===== config.mk =====
export PLATFORM = sky130hd
export DESIGN_NAME = rdac_ctrl
export DESIGN_NICKNAME = d
export VERILOG_FILES = /design/src/design/rdac_pkg.sv /design/src/design/rdac_ctrl.sv /design/src/design/rdac_pin_ovr.sv
export SDC_FILE = /design/constraint.sdc
export NUM_CORES = 1
export LEC_CHECK = 0
export ABC_AREA = 1
export BUFFER_PORTS_ARGS = -buffer_cell sky130_fd_sc_hd__clkbuf_2
export CORE_ASPECT_RATIO = 0.6
export CORE_UTILIZATION = 28
export CTS_BUF_LIST = sky130_fd_sc_hd__clkbuf_8 sky130_fd_sc_hd__clkbuf_16
export DETAILED_ROUTE_END_ITERATION = 6
export GPL_TIMING_DRIVEN = 0
export PLACE_DENSITY = 0.51
export SETUP_SLACK_MARGIN = 0.5
export SKIP_LAST_GASP = 1
export SLEW_MARGIN = 20
export SYNTH_ARGS = -nofsm -noshare
export SYNTH_HDL_FRONTEND = slang
export SYNTH_HIERARCHICAL = 1
export SYNTH_SLANG_ARGS = --single-unit

===== constraint.sdc =====
create_clock -name I_MCLK -period 3.1 [get_ports I_MCLK]
set_clock_uncertainty 0.2 [all_clocks]
set_input_delay 0.155 -clock I_MCLK [delete_from_list [all_inputs] [get_ports I_MCLK]]
set_output_delay 0.155 -clock I_MCLK [all_outputs]
set_load 0.02 [all_outputs]

===== src/design/rdac_pkg.sv =====
// Purpose: shared constants and carriers for the reference converter control block
// Assumes: APB slave with 32-bit data, byte addresses below
// Notes: offsets are the block's own register map
package rdac_pkg;
    localparam logic [11:0] OFF_CONTROL_0 = 12'h000;
    localparam logic [11:0] OFF_LEVEL_CODE = 12'h004;
    localparam logic [7:0] CONTROL_0_RESET = 8'h00;
    localparam logic [7:0] LEVEL_CODE_RESET = 8'h00;
    localparam logic [7:0] CONTROL_0_IMPL_MASK = 8'hbd;
    localparam int BIT_ENABLE = 7;
    localparam int BIT_OUT_PIN1 = 5;
    localparam int BIT_OUT_PIN2 = 4;
    localparam int BIT_PSS_HI = 3;
    localparam int BIT_PSS_LO = 2;
    localparam int BIT_NSS = 0;
    localparam int LEVEL_COUNT = 256;

    typedef enum logic [1:0]
    {
        PSS_SUPPLY = 2'b00,
        PSS_EXT_PIN = 2'b01,
        PSS_FIXED_REF = 2'b10,
        PSS_RESERVED = 2'b11
    } rdac_pss_t;

    typedef struct packed
    {
        logic converter_enable;
        logic out_pin1_enable;
        logic out_pin2_enable;
        rdac_pss_t positive_source_select;
        logic negative_source_select;
    } rdac_ctrl_t;

    typedef struct packed
    {
        logic pos_supply;
        logic pos_ext_pin;
        logic pos_fixed_reference;
        logic neg_ext_pin;
        logic neg_ground;
    } rdac_switch_t;
endpackage : rdac_pkg


===== src/design/rdac_ctrl.sv =====
// Purpose: register file and switch control of an 8-bit reference converter
// Assumes: one clock I_MCLK at 50 MHz, synchronous active-high reset I_SRST
// Notes: the analog ladder sits outside; this block drives its tap and switches
//
// Function
// - converter runs only while enable bit set
// - 8-bit level code selects one of 256
// - level also offered to comparator and ADC
// - pin enable bits route level to pins
// - routed pin loses digital driver and input
// - digital read of routed pin returns zero
// - keeps running in sleep, wake preserves control
// - reset disables, disconnects, clears level code
// - bits 6 and 1 read zero
// - implemented bits read/write, reset zero
`timescale 1ns/1ps
module rdac_ctrl
(
    input wire logic I_MCLK,
    input wire logic I_SRST,
    input wire logic I_CLK_EN,
    input wire logic I_SLEEP,
    input wire logic I_PSEL,
    input wire logic I_PENABLE,
    input wire logic I_PWRITE,
    input wire logic [11:0] I_PADDR,
    input wire logic [31:0] I_PWDATA,
    input wire logic [3:0] I_PSTRB,
    output logic [31:0] O_PRDATA,
    output logic O_PREADY,
    output logic O_PSLVERR,
    input wire logic [1:0] I_DIG_OUT,
    input wire logic [1:0] I_DIG_OE_N,
    input wire logic [1:0] I_PAD_IN,
    output logic [1:0] O_PAD_OUT,
    output logic [1:0] O_PAD_OE_N,
    output logic [1:0] O_PIN_READ,
    output logic [1:0] O_ANA_PIN_SW,
    output logic O_LADDER_ON,
    output logic [7:0] O_LADDER_TAP,
    output logic O_REF_TO_CMP,
    output logic O_REF_TO_ADC,
    output rdac_pkg::rdac_switch_t O_SRC_SW
);
    rdac_pkg::rdac_ctrl_t ctrl_ff;
    logic [7:0] level_ff;
    logic [1:0] pad_meta_ff;
    logic [1:0] pad_sync_ff;
    logic [1:0] pin_sel;
    logic [1:0] pad_out_c;
    logic [1:0] pad_oe_n_c;
    logic [1:0] ana_sw_c;
    logic [1:0] read_c;
    logic wr_en;
    logic rd_en;
    logic hit_ctrl;
    logic hit_level;
    logic [7:0] nxt_ctrl_byte;

    function automatic logic [7:0] ctrl_to_byte(input rdac_pkg::rdac_ctrl_t c);
        logic [7:0] b;
        b = 8'h00;
        b[rdac_pkg::BIT_ENABLE] = c.converter_enable;
        b[rdac_pkg::BIT_OUT_PIN1] = c.out_pin1_enable;
        b[rdac_pkg::BIT_OUT_PIN2] = c.out_pin2_enable;
        b[rdac_pkg::BIT_PSS_HI:rdac_pkg::BIT_PSS_LO] = c.positive_source_select;
        b[rdac_pkg::BIT_NSS] = c.negative_source_select;
        return b;
    endfunction : ctrl_to_byte

    function automatic logic addr_is(input logic [11:0] a, input logic [11:0] off);
        return a == off;
    endfunction : addr_is

    // one decode of a control byte, shared by reset and write
    function automatic rdac_pkg::rdac_ctrl_t byte_to_ctrl(input logic [7:0] b);
        rdac_pkg::rdac_ctrl_t c;
        c.converter_enable = b[rdac_pkg::BIT_ENABLE];
        c.out_pin1_enable = b[rdac_pkg::BIT_OUT_PIN1];
        c.out_pin2_enable = b[rdac_pkg::BIT_OUT_PIN2];
        c.positive_source_select = rdac_pkg::rdac_pss_t'(
            b[rdac_pkg::BIT_PSS_HI:rdac_pkg::BIT_PSS_LO]);
        c.negative_source_select = b[rdac_pkg::BIT_NSS];
        return c;
    endfunction : byte_to_ctrl

    assign hit_ctrl = addr_is(I_PADDR, rdac_pkg::OFF_CONTROL_0);
    assign hit_level = addr_is(I_PADDR, rdac_pkg::OFF_LEVEL_CODE);
    // write in apb access phase, read taken in setup phase; the slave answers in the cycle after setup
    assign wr_en = I_CLK_EN && I_PSEL && I_PENABLE && I_PWRITE && O_PREADY;
    assign rd_en = I_CLK_EN && I_PSEL && !I_PENABLE && !I_PWRITE;
    // unimplemented bits dropped on write
    assign nxt_ctrl_byte = I_PWDATA[7:0] & rdac_pkg::CONTROL_0_IMPL_MASK;

    // control register 0; sleep does not touch it
    always_ff @(posedge I_MCLK)
    begin
        if (I_SRST)
        begin
            ctrl_ff <= byte_to_ctrl(rdac_pkg::CONTROL_0_RESET);
        end
        else if (wr_en && hit_ctrl && I_PSTRB[0])
        begin
            ctrl_ff <= byte_to_ctrl(nxt_ctrl_byte);
        end
    end

    // level code register
    always_ff @(posedge I_MCLK)
    begin
        if (I_SRST)
        begin
            level_ff <= rdac_pkg::LEVEL_CODE_RESET;
        end
        else if (wr_en && hit_level && I_PSTRB[0])
        begin
            level_ff <= I_PWDATA[7:0];
        end
    end

    // apb answer: ready one cycle after setup, error on unmapped address
    always_ff @(posedge I_MCLK)
    begin
        if (I_SRST)
        begin
            O_PREADY <= 1'b0;
            O_PSLVERR <= 1'b0;
            O_PRDATA <= 32'h0000_0000;
        end
        else if (I_CLK_EN)
        begin
            O_PREADY <= I_PSEL && !I_PENABLE;
            O_PSLVERR <= I_PSEL && !I_PENABLE && !(hit_ctrl || hit_level);
            if (rd_en && hit_ctrl)
            begin
                O_PRDATA <= {24'h00_0000, ctrl_to_byte(ctrl_ff)};
            end
            else if (rd_en && hit_level)
            begin
                O_PRDATA <= {24'h00_0000, level_ff};
            end
            else if (rd_en)
            begin
                O_PRDATA <= 32'h0000_0000;
            end
        end
    end

    // two-flop synchroniser of the pads
    always_ff @(posedge I_MCLK)
    begin
        if (I_SRST)
        begin
            pad_meta_ff <= 2'b00;
            pad_sync_ff <= 2'b00;
        end
        else if (I_CLK_EN)
        begin
            pad_meta_ff <= I_PAD_IN;
            pad_sync_ff <= pad_meta_ff;
        end
    end

    assign pin_sel = {ctrl_ff.out_pin2_enable, ctrl_ff.out_pin1_enable};

    genvar g;
    generate
        for (g = 0; g < 2; g++)
        begin : g_pin
            rdac_pin_ovr u_pin
            (
                .i_analog_sel(pin_sel[g]),
                .i_dig_out(I_DIG_OUT[g]),
                .i_dig_oe_n(I_DIG_OE_N[g]),
                .i_pad_sync(pad_sync_ff[g]),
                .o_pad_out(pad_out_c[g]),
                .o_pad_oe_n(pad_oe_n_c[g]),
                .o_ana_sw(ana_sw_c[g]),
                .o_read_val(read_c[g])
            );
        end
    endgenerate

    // pad and analog outputs registered; sleep input deliberately unused for gating
    always_ff @(posedge I_MCLK)
    begin
        if (I_SRST)
        begin
            O_PAD_OUT <= 2'b00;
            O_PAD_OE_N <= 2'b11;
            O_PIN_READ <= 2'b00;
            O_ANA_PIN_SW <= 2'b00;
        end
        else if (I_CLK_EN)
        begin
            O_PAD_OUT <= pad_out_c;
            O_PAD_OE_N <= pad_oe_n_c;
            O_PIN_READ <= read_c;
            O_ANA_PIN_SW <= ana_sw_c;
        end
    end

    // ladder and reference switches follow registers one edge later, sleep or not
    always_ff @(posedge I_MCLK)
    begin
        if (I_SRST)
        begin
            O_LADDER_ON <= 1'b0;
            O_LADDER_TAP <= rdac_pkg::LEVEL_CODE_RESET;
            O_REF_TO_CMP <= 1'b0;
            O_REF_TO_ADC <= 1'b0;
            O_SRC_SW <= rdac_pkg::rdac_switch_t'(5'h00);
        end
        else if (I_CLK_EN)
        begin
            O_LADDER_ON <= ctrl_ff.converter_enable;
            O_LADDER_TAP <= level_ff;
            O_REF_TO_CMP <= ctrl_ff.converter_enable;
            O_REF_TO_ADC <= ctrl_ff.converter_enable;
            O_SRC_SW.pos_supply <=
                ctrl_ff.positive_source_select == rdac_pkg::PSS_SUPPLY;
            O_SRC_SW.pos_ext_pin <=
                ctrl_ff.positive_source_select == rdac_pkg::PSS_EXT_PIN;
            O_SRC_SW.pos_fixed_reference <=
                ctrl_ff.positive_source_select == rdac_pkg::PSS_FIXED_REF;
            O_SRC_SW.neg_ext_pin <= ctrl_ff.negative_source_select;
            O_SRC_SW.neg_ground <= !ctrl_ff.negative_source_select;
        end
    end
endmodule : rdac_ctrl


===== src/design/rdac_pin_ovr.sv =====
// Purpose: digital override of one pin that may carry the converter level
// Assumes: pad input already synchronised by the caller
// Notes: one instance per output pin
`timescale 1ns/1ps
module rdac_pin_ovr
(
    input wire logic i_analog_sel,
    input wire logic i_dig_out,
    input wire logic i_dig_oe_n,
    input wire logic i_pad_sync,
    output logic o_pad_out,
    output logic o_pad_oe_n,
    output logic o_ana_sw,
    output logic o_read_val
);
    always_comb
    begin
        // analog routing kills the digital driver and the input detector
        o_ana_sw = i_analog_sel;
        o_pad_out = i_analog_sel ? 1'b0 : i_dig_out;
        o_pad_oe_n = i_analog_sel ? 1'b1 : i_dig_oe_n;
        o_read_val = i_analog_sel ? 1'b0 : i_pad_sync;
    end
endmodule : rdac_pin_ovr


== Word-level counts from Yosys, hierarchy flattened ==
Cells that the tools add are included.

* Bits of input ports: 61
* RAM bits: 0
* Word-level logic and storage cells: 57
* Latch bits: 0
* Register bits after elaboration: 74
* Memory bits (read-only): 0
* Memories kept: 0
* Output and inout bits: 58

* Bitwise gates (word level): 0
* Equality and inequality tests: 3
* Add/sub/neg operators: 0
* Magnitude comparators: 0
* Multiplexer cells: 9
* Reductions and logical operators: 23
* Multiply operators: 0
* Shifts and indexed selects: 0
* Div/mod/pow operators: 0

{| class="wikitable"
|+ Operators with widths
! cell !! count
|-
| $mux W32 || 3
|-
| $logic_and A1 B1 Y1 || 14
|-
| $eq A12 B3 Y1 const B || 1
|-
| $logic_not A12 Y1 || 1
|-
| $mux W1 || 6
|-
| $logic_not A1 Y1 || 4
|-
| $reduce_bool A3 Y1 || 1
|-
| $eq A2 B1 Y1 const B || 1
|-
| $eq A2 B2 Y1 const B || 1
|-
| $logic_not A2 Y1 || 1
|-
| $reduce_and A2 Y1 || 1
|-
| $logic_or A1 B1 Y1 || 1
|}

== Depth between registers and ports, before layout ==
Gate-level depths: netlist (run 1).

* Depth in word-level cells: 6
* Depth in mapped cells: 9
* Mapped depth without buffers: 8

== Hierarchy ==
The synthesis (run 1) kept the hierarchy.

{| class="wikitable"
|+ Modules (own cells, without submodules)
! module !! cells an instance !! area each (sq um) !! sequential area each (sq um) !! times used
|-
| rdac_ctrl || 310 || 2294.7 || 1001.0 || 1
|-
| rdac_pin_ovr || 8 || 33.8 || 0.0 || 2
|}

== Least setup slack after synthesis (run 1) ==
No wires, ideal clock.

* Path type: register to register
* Start: register O_PREADY
* End: register level_ff[0]
* Setup time: 113 ps
* Slack: 1674 ps
* Cell stages (with the launch flop): 7
* Required time: 2787 ps
* Arrival: 1114 ps
* Path buffers: 1
* Period minus slack after synthesis: 1426 ps
* Cell sequence: dfxtp_1 > nand4_2 > nor2_4 > nand3_4 > buf_6 > nor2_1 > nor2_1

* Cells in the longest elaborated chain, start to end: 3

{| class="wikitable"
|+ Ends and longest elaborated chain
! element !! RTL line !! RTL
|-
| start: declaration || rdac_ctrl.sv:30 || <nowiki>output logic O_PREADY,</nowiki>
|-
| start signal: assignment || rdac_ctrl.sv:132 || <nowiki>O_PREADY <= I_PSEL && !I_PENABLE;</nowiki>
|-
| $logic_and A1 B1 Y1 || rdac_ctrl.sv:90 || <nowiki>assign wr_en = I_CLK_EN && I_PSEL && I_PENABLE && I_PWRITE && O_PREADY;</nowiki>
|-
| $logic_and A1 B1 Y1 (2 in series) || rdac_ctrl.sv:115 || <nowiki>else if (wr_en && hit_level && I_PSTRB[0])</nowiki>
|-
| end signal: assignment || rdac_ctrl.sv:113 || <nowiki>level_ff <= rdac_pkg::LEVEL_CODE_RESET;</nowiki>
|-
| end signal: assignment || rdac_ctrl.sv:117 || <nowiki>level_ff <= I_PWDATA[7:0];</nowiki>
|-
| end: declaration || rdac_ctrl.sv:46 || <nowiki>logic [7:0] level_ff;</nowiki>
|}

No other way between the ends.
A chain may end at the register's enable or synchronous reset.

== Worst setup path after layout (run 1) ==
* Start: register O_PREADY
* End: register level_ff[6]

Same word-level chain as after synthesis.

==> reports/summary.md, run 1 <==
The clock tree buffer depth was 2. The signal on the critical path passes through nand4_2 -> nor2_4 -> nand3_4 -> buf_6 -> nand2_1 -> nand2_1 -> nor2_1. The via count of the first global-routing pass is 1,940. The worst setup path is launched from a flip-flop. The final clock period utilization by the worst path is 45.68%, and the clock period minus worst slack is 1.416 ns. At the worst endpoint, the required time is 3.13 ns. Via count of the routed design: 2,134. Summed over all cells, the static leakage comes to 1.579 nW. The total wirelength of the detailed-routed design came out at 5978 um. Of the total power, the clock network draws 38.8%. After clock tree synthesis, the repair step resized 0 gates. Setup repair after global routing left no endpoint under its margin.

In the layout the commonest cells are sky130_fd_sc_hd__nor2_1 (80), sky130_fd_sc_hd__clkbuf_2 (64), sky130_fd_sc_hd__nand2_1 (59). After routing the design area is 3182 um^2. The first routing iteration left 145 violations. The antenna diode instance count was 0.

The count of unresolved DRC violations after routing was 0; the sequential element share of the synthesized area was 42.37%. The horizontal extent of the die is 120.6 um. In this run the clock root is driven by a sky130_fd_sc_hd__clkbuf_16.

Of all nets on the critical path, the largest fanout is 10. The critical path's top delay family was simple AND/OR/NAND/NOR gates. Setup slack on the worst reg-to-reg path comes out at 1.68 ns. At the end of routability-driven placement, the weighted congestion stood at 0.7674. In this run the worst setup path terminates at level_ff[6].

The tree built by TritonCTS fans out to 50 sinks. Fill cells in the final layout number 863. Buffers added to address setup during post-CTS repair amount to 0. For this run, the number of Yosys warnings is 6. VDD sags by at most 193.6 uV.

The run gives 119 as the count of pins on the block boundary. STA classifies the critical path endpoint as a flip-flop. The worst min-delay path class was in -> reg. Hold repair after CTS inserted 13 buffers.

TritonCTS built the clock tree. The flow ran to the end, and the final reports show no timing, DRC or antenna violations. The switching power summed over all nets was 0.0003759 W; the number of storage elements in the synthesis netlist was 50.

In this run, distinct cell masters in the synthesized netlist total 20. The top achievable clock speed was 706.2 MHz; the cell depth of the worst setup path was 7. The first global-routing pass estimated 9666 um of wire. Global routing consumed, over all layers together, 14.51% of the routing resources. For the worst-skew pair, the clock arrives at the later sink with an insertion delay of 0.29 ns.

The floorplan die height is 73.15 um, and the estimated wirelength of the detail-placed design is 4584 um. The cell with the biggest individual delay on the critical path is sky130_fd_sc_hd__dfxtp_1. The final number of hold-violating endpoints was 0; the initial core utilization was 29.50%.

The share of power burned in combinational logic is 14.2%. The class of the most critical setup path is reg -> reg. The buffering stage count on the worst path with inverters included works out to 1.

The tools report the startpoint of the worst setup timing path as O_PREADY. In the final routed layout, each cell accounts on average for 11.03 um. The ratio of cells with drive above 1 in the final layout is 26.96%, and the relative contribution of sequential cells to total power is 47.0%. The most frequent standard cell in the layout excluding fill and tap cells was sky130_fd_sc_hd__nor2_1. The run gives 0 as the final number of max-transition violations. The max-slew headroom at the worst pin was 64.12%; the number of max-capacitance violations reported was 0. The tools report the area of the die as 8820 um^2. The count of buffers added on input and output ports is 64.

The first detailed-routing pass ran for 4 iterations. The count of final setup violators was 0. Among the stages of the critical path, the cell type that occurs most often is sky130_fd_sc_hd__nand2_1. CTS built an H-tree with a depth of 2.

The antenna violation net count after detailed routing was 0. The arrival time of data at the critical path endpoint is 1.45 ns. The total area inside the core boundary comes to 8008 um^2. After clock tree synthesis, the clock-pin slew on the worst setup and hold paths is 0.07 ns. Beginning of the worst register-to-register path: O_PREADY.

Dividing the synthesized area by the synthesized cell count gives 7.246 um^2. Buffers inserted during clock tree synthesis total 5. The area of the mapped netlist is 2362 um^2.

After global routing the overflow that remains totals 0. Largest net degree at the start of global routing: 15. The placed instances occupy a cell area of 2904 um^2. The worst register-to-register path ends at level_ff[6]. For this design the ratio of total power to cell area is 452.8 nW/um^2. After floorplanning, the core was divided into 25 placement rows. Pin slew with the least headroom to its limit: 0.5382 ns. The largest single stage delay on the critical path is 0.37 ns. Using the TritonRoute via totals, the vias-per-cell ratio works out to 3.937.

The number of antenna violations at the first check in global routing was 0; the worst reg2reg path depth was 7. The internal portion of the total power is 0.001065 W. From synthesis to final layout, the design area changed by 34.69%.

The tools report the final net count as 494. After routing, the total negative slack on setup checks comes to 0 ns. Synthesized netlist cell count: 326. In this run switching power makes up 26.09% of total power.
## registers in the layout, summed over array words and instances (netlist names)
register      flops
O_ANA_PIN_SW      2
O_LADDER_TAP      8
O_PAD_OE_N        2
O_PAD_OUT         2
O_PIN_READ        2
O_PRDATA          8
O_PREADY          1
O_PSLVERR         1
O_REF_TO_ADC      1
O_SRC_SW          5
ctrl_ff           6
level_ff          8
pad_meta_ff       2
pad_sync_ff       2
## worst min path at each step
| stage | start | to | cells past startpoint |
|---|---|---|---|
| final | I_DIG_OUT[0] | O_PAD_OUT[0] | 5 |
| after floorplan | I_PAD_IN[0] | pad_meta_ff[0] | 2 |
| after detailed placement | I_PAD_IN[0] | pad_meta_ff[0] | 3 |
| after global placement | I_PAD_IN[0] | pad_meta_ff[0] | 3 |
| after global routing | I_DIG_OUT[0] | O_PAD_OUT[0] | 5 |
| after CTS | I_DIG_OUT[0] | O_PAD_OUT[0] | 5 |
## worst reg2reg max path, stage by stage, from the launching register on
cell	delay (ns)
sky130_fd_sc_hd__dfxtp_1	0.37
sky130_fd_sc_hd__nand4_2	0.11
sky130_fd_sc_hd__nor2_4	0.16
sky130_fd_sc_hd__nand3_4	0.15
sky130_fd_sc_hd__buf_6	0.18
sky130_fd_sc_hd__nand2_1	0.05
sky130_fd_sc_hd__nand2_1	0.05
sky130_fd_sc_hd__nor2_1	0.09
## metal layers
layer / share of wire (%) / track usage (%) / routed length (um) / vias up
met2: 38 / 19.28 / 2274 / 46
met1: 56 / 21.88 / 3366 / 909
met3: 4.5 / 4.141 / 269 / 8
met4: 1.1 / 4.664 / 67 / 0
li1: - / - / - / 1171
met5: 0 / 0 / 0 / -
## power groups by stage
stage	logic [W]	clock network (W)	registers [W]
after floorplan	0.000109	0	0.000713
after global placement	0.000192	0	0.000691
after detailed placement	0.000192	0	0.000692
after CTS	0.000206	0.000572	0.000677
after global routing	0.000224	0.000599	0.000679
final	0.000205	0.000558	0.000677
## cells in the mapped netlist, drive strengths merged
cell	instances	share of area (%)
dfxtp	50	42
clkbuf	8	1.7
a21oi	17	3.6
nand3	14	4.6
nor3	1	0.69
clkinv	2	0.32
conb	1	0.16
o21ai	27	5.7
buf	34	12
nor2	84	15
nand4	1	0.53
inv	27	4.3
nand2	60	9.9
## logic make-up (layout without fill, tap and decap cells)
family / after synthesis / count (layout) / share of synthesized area [%]
DFF: 50 / 50 / 42.37
AOI/OAI and AO/OA: 44 / 44 / 9.322
buffers and inverters: 71 / 156 / 17.90
other: 1 / 24 / 0.1587
and+or+nand+nor: 160 / 160 / 30.24
## layout make-up
cell class	count	area, um^2	area share, %
buffer	42	314.1	9.870
clock buffer	6	138.9	4.365
clock inverter	2	8.758	0.2753
inverter	29	108.9	3.421
multi-input combinational	228	1025	32.21
sequential	50	1001	31.46
tap	108	135.1	4.247
timing repair buffer	77	450.4	14.16
## per-stage QoR
stage	utilization, %	instances	setup slack (ns)	hold slack, ns	total power (W)
after global placement	36.27	521	1.536	0.1782	0.0008827
after floorplan	-	349	1.674	0.08991	0.0008213
after detailed placement	36.27	521	1.536	0.1856	0.0008837
final	39.73	542	1.684	0.01404	0.001441
after global routing	39.73	542	1.579	0.04389	0.001502
after CTS	39.73	542	1.670	0.006685	0.001455
No activity file was read; power rests on OpenSTA's default activity.
==> run 2, diff against run 1 <==
Settings changed: PLACE_DENSITY 0.51 to 0.52.
Clock period 3.1 ns to 1.14 ns, I/O delays scaled along.
==> reports/summary.md, run 2 (same netlist as run 1, synthesis figures left out) <==
The flow ran to the end, but the final reports show violations. The final reports fail on negative hold slack, negative setup slack. The estimated wirelength of the detail-placed design came out at 4825 um (+5.2%).

TritonCTS built the clock tree. Largest driver fanout on the critical path: 5 (-5). The logs give 8008 um^2 (unchanged) for the area of the core and 0 (unchanged) for the total overflow reported by the global router.

Post-synthesis to final-layout area growth: 72.35%. The largest net degree at the start of global routing is 15 (unchanged). For the reg-to-reg setup timing slack, the log shows -0.19 ns (-1.88 ns).

The clock slew at the register clock pins of the worst setup and hold paths came out at 0.06 ns (about the same). The tools report the global placement routability congestion as 0.7893 (+2.9%). The number of buffers added by the clock tree synthesis step was 5 (unchanged).

The clock tree buffer depth was 2 (unchanged); the number of DRC markers after the initial detailed-route iteration was 74 (-49%). The number of buffer cells added on primary ports was 64 (unchanged); the antenna violation net count after detailed routing was 0 (unchanged). The logs give 6693 um (+12%) for the total wirelength of the detailed-routed design and 0 (unchanged) for the number of max-capacitance violations reported. The count of placed standard cells including taps is 521 (unchanged). The floorplan die height came out at 73.15 um (unchanged).

In this run the most critical hold path is launched from I_PAD_IN[1]. The endpoint identified for the worst register-to-register timing path is ctrl_ff[2]. The ratio of cells with drive above 1 in the final layout works out to 59.13% (+32 points).

Setup repair after global routing could not meet its margin everywhere. Average wire length per cell after detail routing: 12.26 um (+11%). The element type at the critical path end was a flip-flop. For the area of the die, the log shows 8820 um^2 (unchanged).

The final number of hold-violating endpoints was 30 (+30); the total area of sequential cells was 1077 um^2 (+7.6%). The internal power contribution came out at 0.002989 W (+180%). The run gives 749.6 MHz (+6.2%) as the top achievable clock speed. Switching power summed over all nets: 0.001064 W (+180%).

The final net count was 498 (+0.81%); the worst hold slack was -0.2120 ns (-0.2261 ns). The utilization of the core after routing was 50.84% (+11 points). The horizontal extent of the die is 120.6 um (unchanged). The worst reg2reg path depth was 6 (-1). Count of pins on the block boundary: 119 (unchanged).

The library cells used most frequently in the layout, excluding fill and tap cells, are sky130_fd_sc_hd__nor2_1 (61), sky130_fd_sc_hd__nand2_1 (44), sky130_fd_sc_hd__dfxtp_2 (40). The reported leakage power was 1.849 nW (+17%). The run gives 546 (+0.74%) as the count of non-filler cells in the finished layout. The setup path with the least slack is of type reg -> reg. Per-cell via count in the routed design: 4.205 (+6.8%). The tools report the number of antenna violations at the first check in global routing as 0 (unchanged). The most frequent standard cell in the layout excluding fill and tap cells was sky130_fd_sc_hd__nor2_1. The relative contribution of sequential cells to total power is 46.0% (-1.0 points). The run gives 0 (unchanged) as the final number of max-transition violations.

The clock tree root driver cell is sky130_fd_sc_hd__clkbuf_16. For the proportion of power drawn by the clock network, the log shows 34.7% (-4.1 points). The final clock period utilization by the worst path was 117.0% (+71 points); the via count of the first global-routing pass was 2,043 (+5.3%).

The tools report the clock insertion delay at the later pin of the skew report as 0.29 ns (about the same). The run gives 19.3% (+5.1 points) as the share of power burned in combinational logic. The count of final setup violators came out at 17 (+17). The logs give 29.50% (unchanged) for the initial core utilization and 4071 um^2 (+28%) for the post-layout instance area. The logs give 1.12 ns (-2.01 ns) for the required time at the worst-slack endpoint and 2 (unchanged) for the number of H-tree levels.

In this run the critical register-to-register path is launched from O_PREADY. The number of instances on the worst hold path is 3 (-2), and the antenna diode instance count is 0 (unchanged). Clock net sink count: 50 (unchanged). Share of total power consumed by net switching: 26.25% (+0.16 points).

The highest ir drop seen on vdd was 543.6 uV (+180%); the setup slack of the critical path after layout was -0.1940 ns (-1.878 ns). The logs give 25 (unchanged) for the number of core rows and 4 (unchanged) for the number of detailed-routing iterations run before antenna repair. The total global routing track utilization was 15.48% (+0.98 points); the clock period minus worst slack was 1.334 ns (-0.08210 ns). The multi-input logic area came out at 1311 um^2 (+28%). For the fill cell total of the finished layout, the log shows 804 (-6.8%). The count of unresolved DRC violations after routing is 0 (unchanged). The arrival time of data at the critical path endpoint was 1.31 ns (-0.14 ns). The worst min-delay path class is in -> reg. For the via count of the routed design, the log shows 2,296 (+7.6%). The standard cell area after detailed placement was 3123 um^2 (+7.5%); the wire length of the first global-routing pass was 10,370 um (+7.3%).

The path with the worst hold slack has its endpoint at pad_meta_ff[1]. The kind of launch point of the worst setup path is a flip-flop. The cell area power density is 995.5 nW/um^2 (+120%).

The largest registers in the layout are O_LADDER_TAP (8), O_PRDATA (8), level_ff (8).
==> run 2: cell count changes in the layout (fill, tap and decap cells not counted), sizes merged <==
cell,previous run,this run
buf,34,87
clkbuf,78,41
clkinv,3,1
dlygate4sd3,13,0
inv,28,31
==> run 2: routing by layer <==
metal	global-route usage, %	routed length, um
met1	22.91	3411
met2	21.97	2818
met3	4.688	431
met4	2.881	32
met5	0	0
==> run 2: final cells by class <==
class | count | share of cell area, %
Tap cell | 108 | 3.319
Inverter | 29 | 3.165
Buffer | 42 | 10.08
Multi-Input combinational cell | 228 | 32.21
Clock inverter | 3 | 0.2766
Clock buffer | 5 | 3.073
Sequential cell | 50 | 26.46
Timing Repair Buffer | 81 | 21.42
==> run 2: timing repair <==
| action | CTS | global route |
|---|---|---|
| gates cloned | 1 | 1 |
| setup endpoints to repair | 84 | 84 |
| hold endpoints to repair | 30 | 30 |
| setup buffers | 13 | 2 |
| pin swaps | 21 | 29 |
| resized for setup | 90 | 105 |
==> run 2: worst max-delay path, stage by stage (launching register included) <==
cell	delay, ns
sky130_fd_sc_hd__dfxtp_4	0.36
sky130_fd_sc_hd__nand4_4	0.07
sky130_fd_sc_hd__nor2_4	0.15
sky130_fd_sc_hd__nand3_4	0.12
sky130_fd_sc_hd__clkbuf_16	0.19
sky130_fd_sc_hd__nor2_4	0.09
sky130_fd_sc_hd__nor2_1	0.05
==> run 2: per-stage QoR <==
step / power [W] / setup WS [ns] / TNS, ns
5_1_grt: 0.004220 / -0.2668 / -3.518
4_1_cts: 0.003986 / -0.1773 / -2.373
3_3_place_gp: 0.002464 / -0.2877 / -4.749
3_5_place_dp: 0.002469 / -0.3028 / -4.894
2_1_floorplan: 0.002294 / -0.1694 / -2.265
6_report: 0.004053 / -0.1940 / -2.387
==> run 2: worst max path at each step <==
stage,from,cells past startpoint,to
finish,O_PREADY,6,ctrl_ff[2]
detailed placement,I_PADDR[1],8,ctrl_ff[2]
floorplan,O_PREADY,6,level_ff[0]
global route,O_PREADY,6,level_ff[7]
CTS,O_PREADY,6,level_ff[1]
global placement,I_PADDR[1],8,ctrl_ff[2]
==> run 2: power by group through the flow <==
stage	clock network [W]	registers (W)	logic, W
floorplan	0	0.00195	0.000347
global placement	0	0.00188	0.000579
detailed placement	0	0.00189	0.000583
CTS	0.00144	0.00185	0.000696
global route	0.00150	0.00187	0.000843
finish	0.00141	0.00187	0.000783
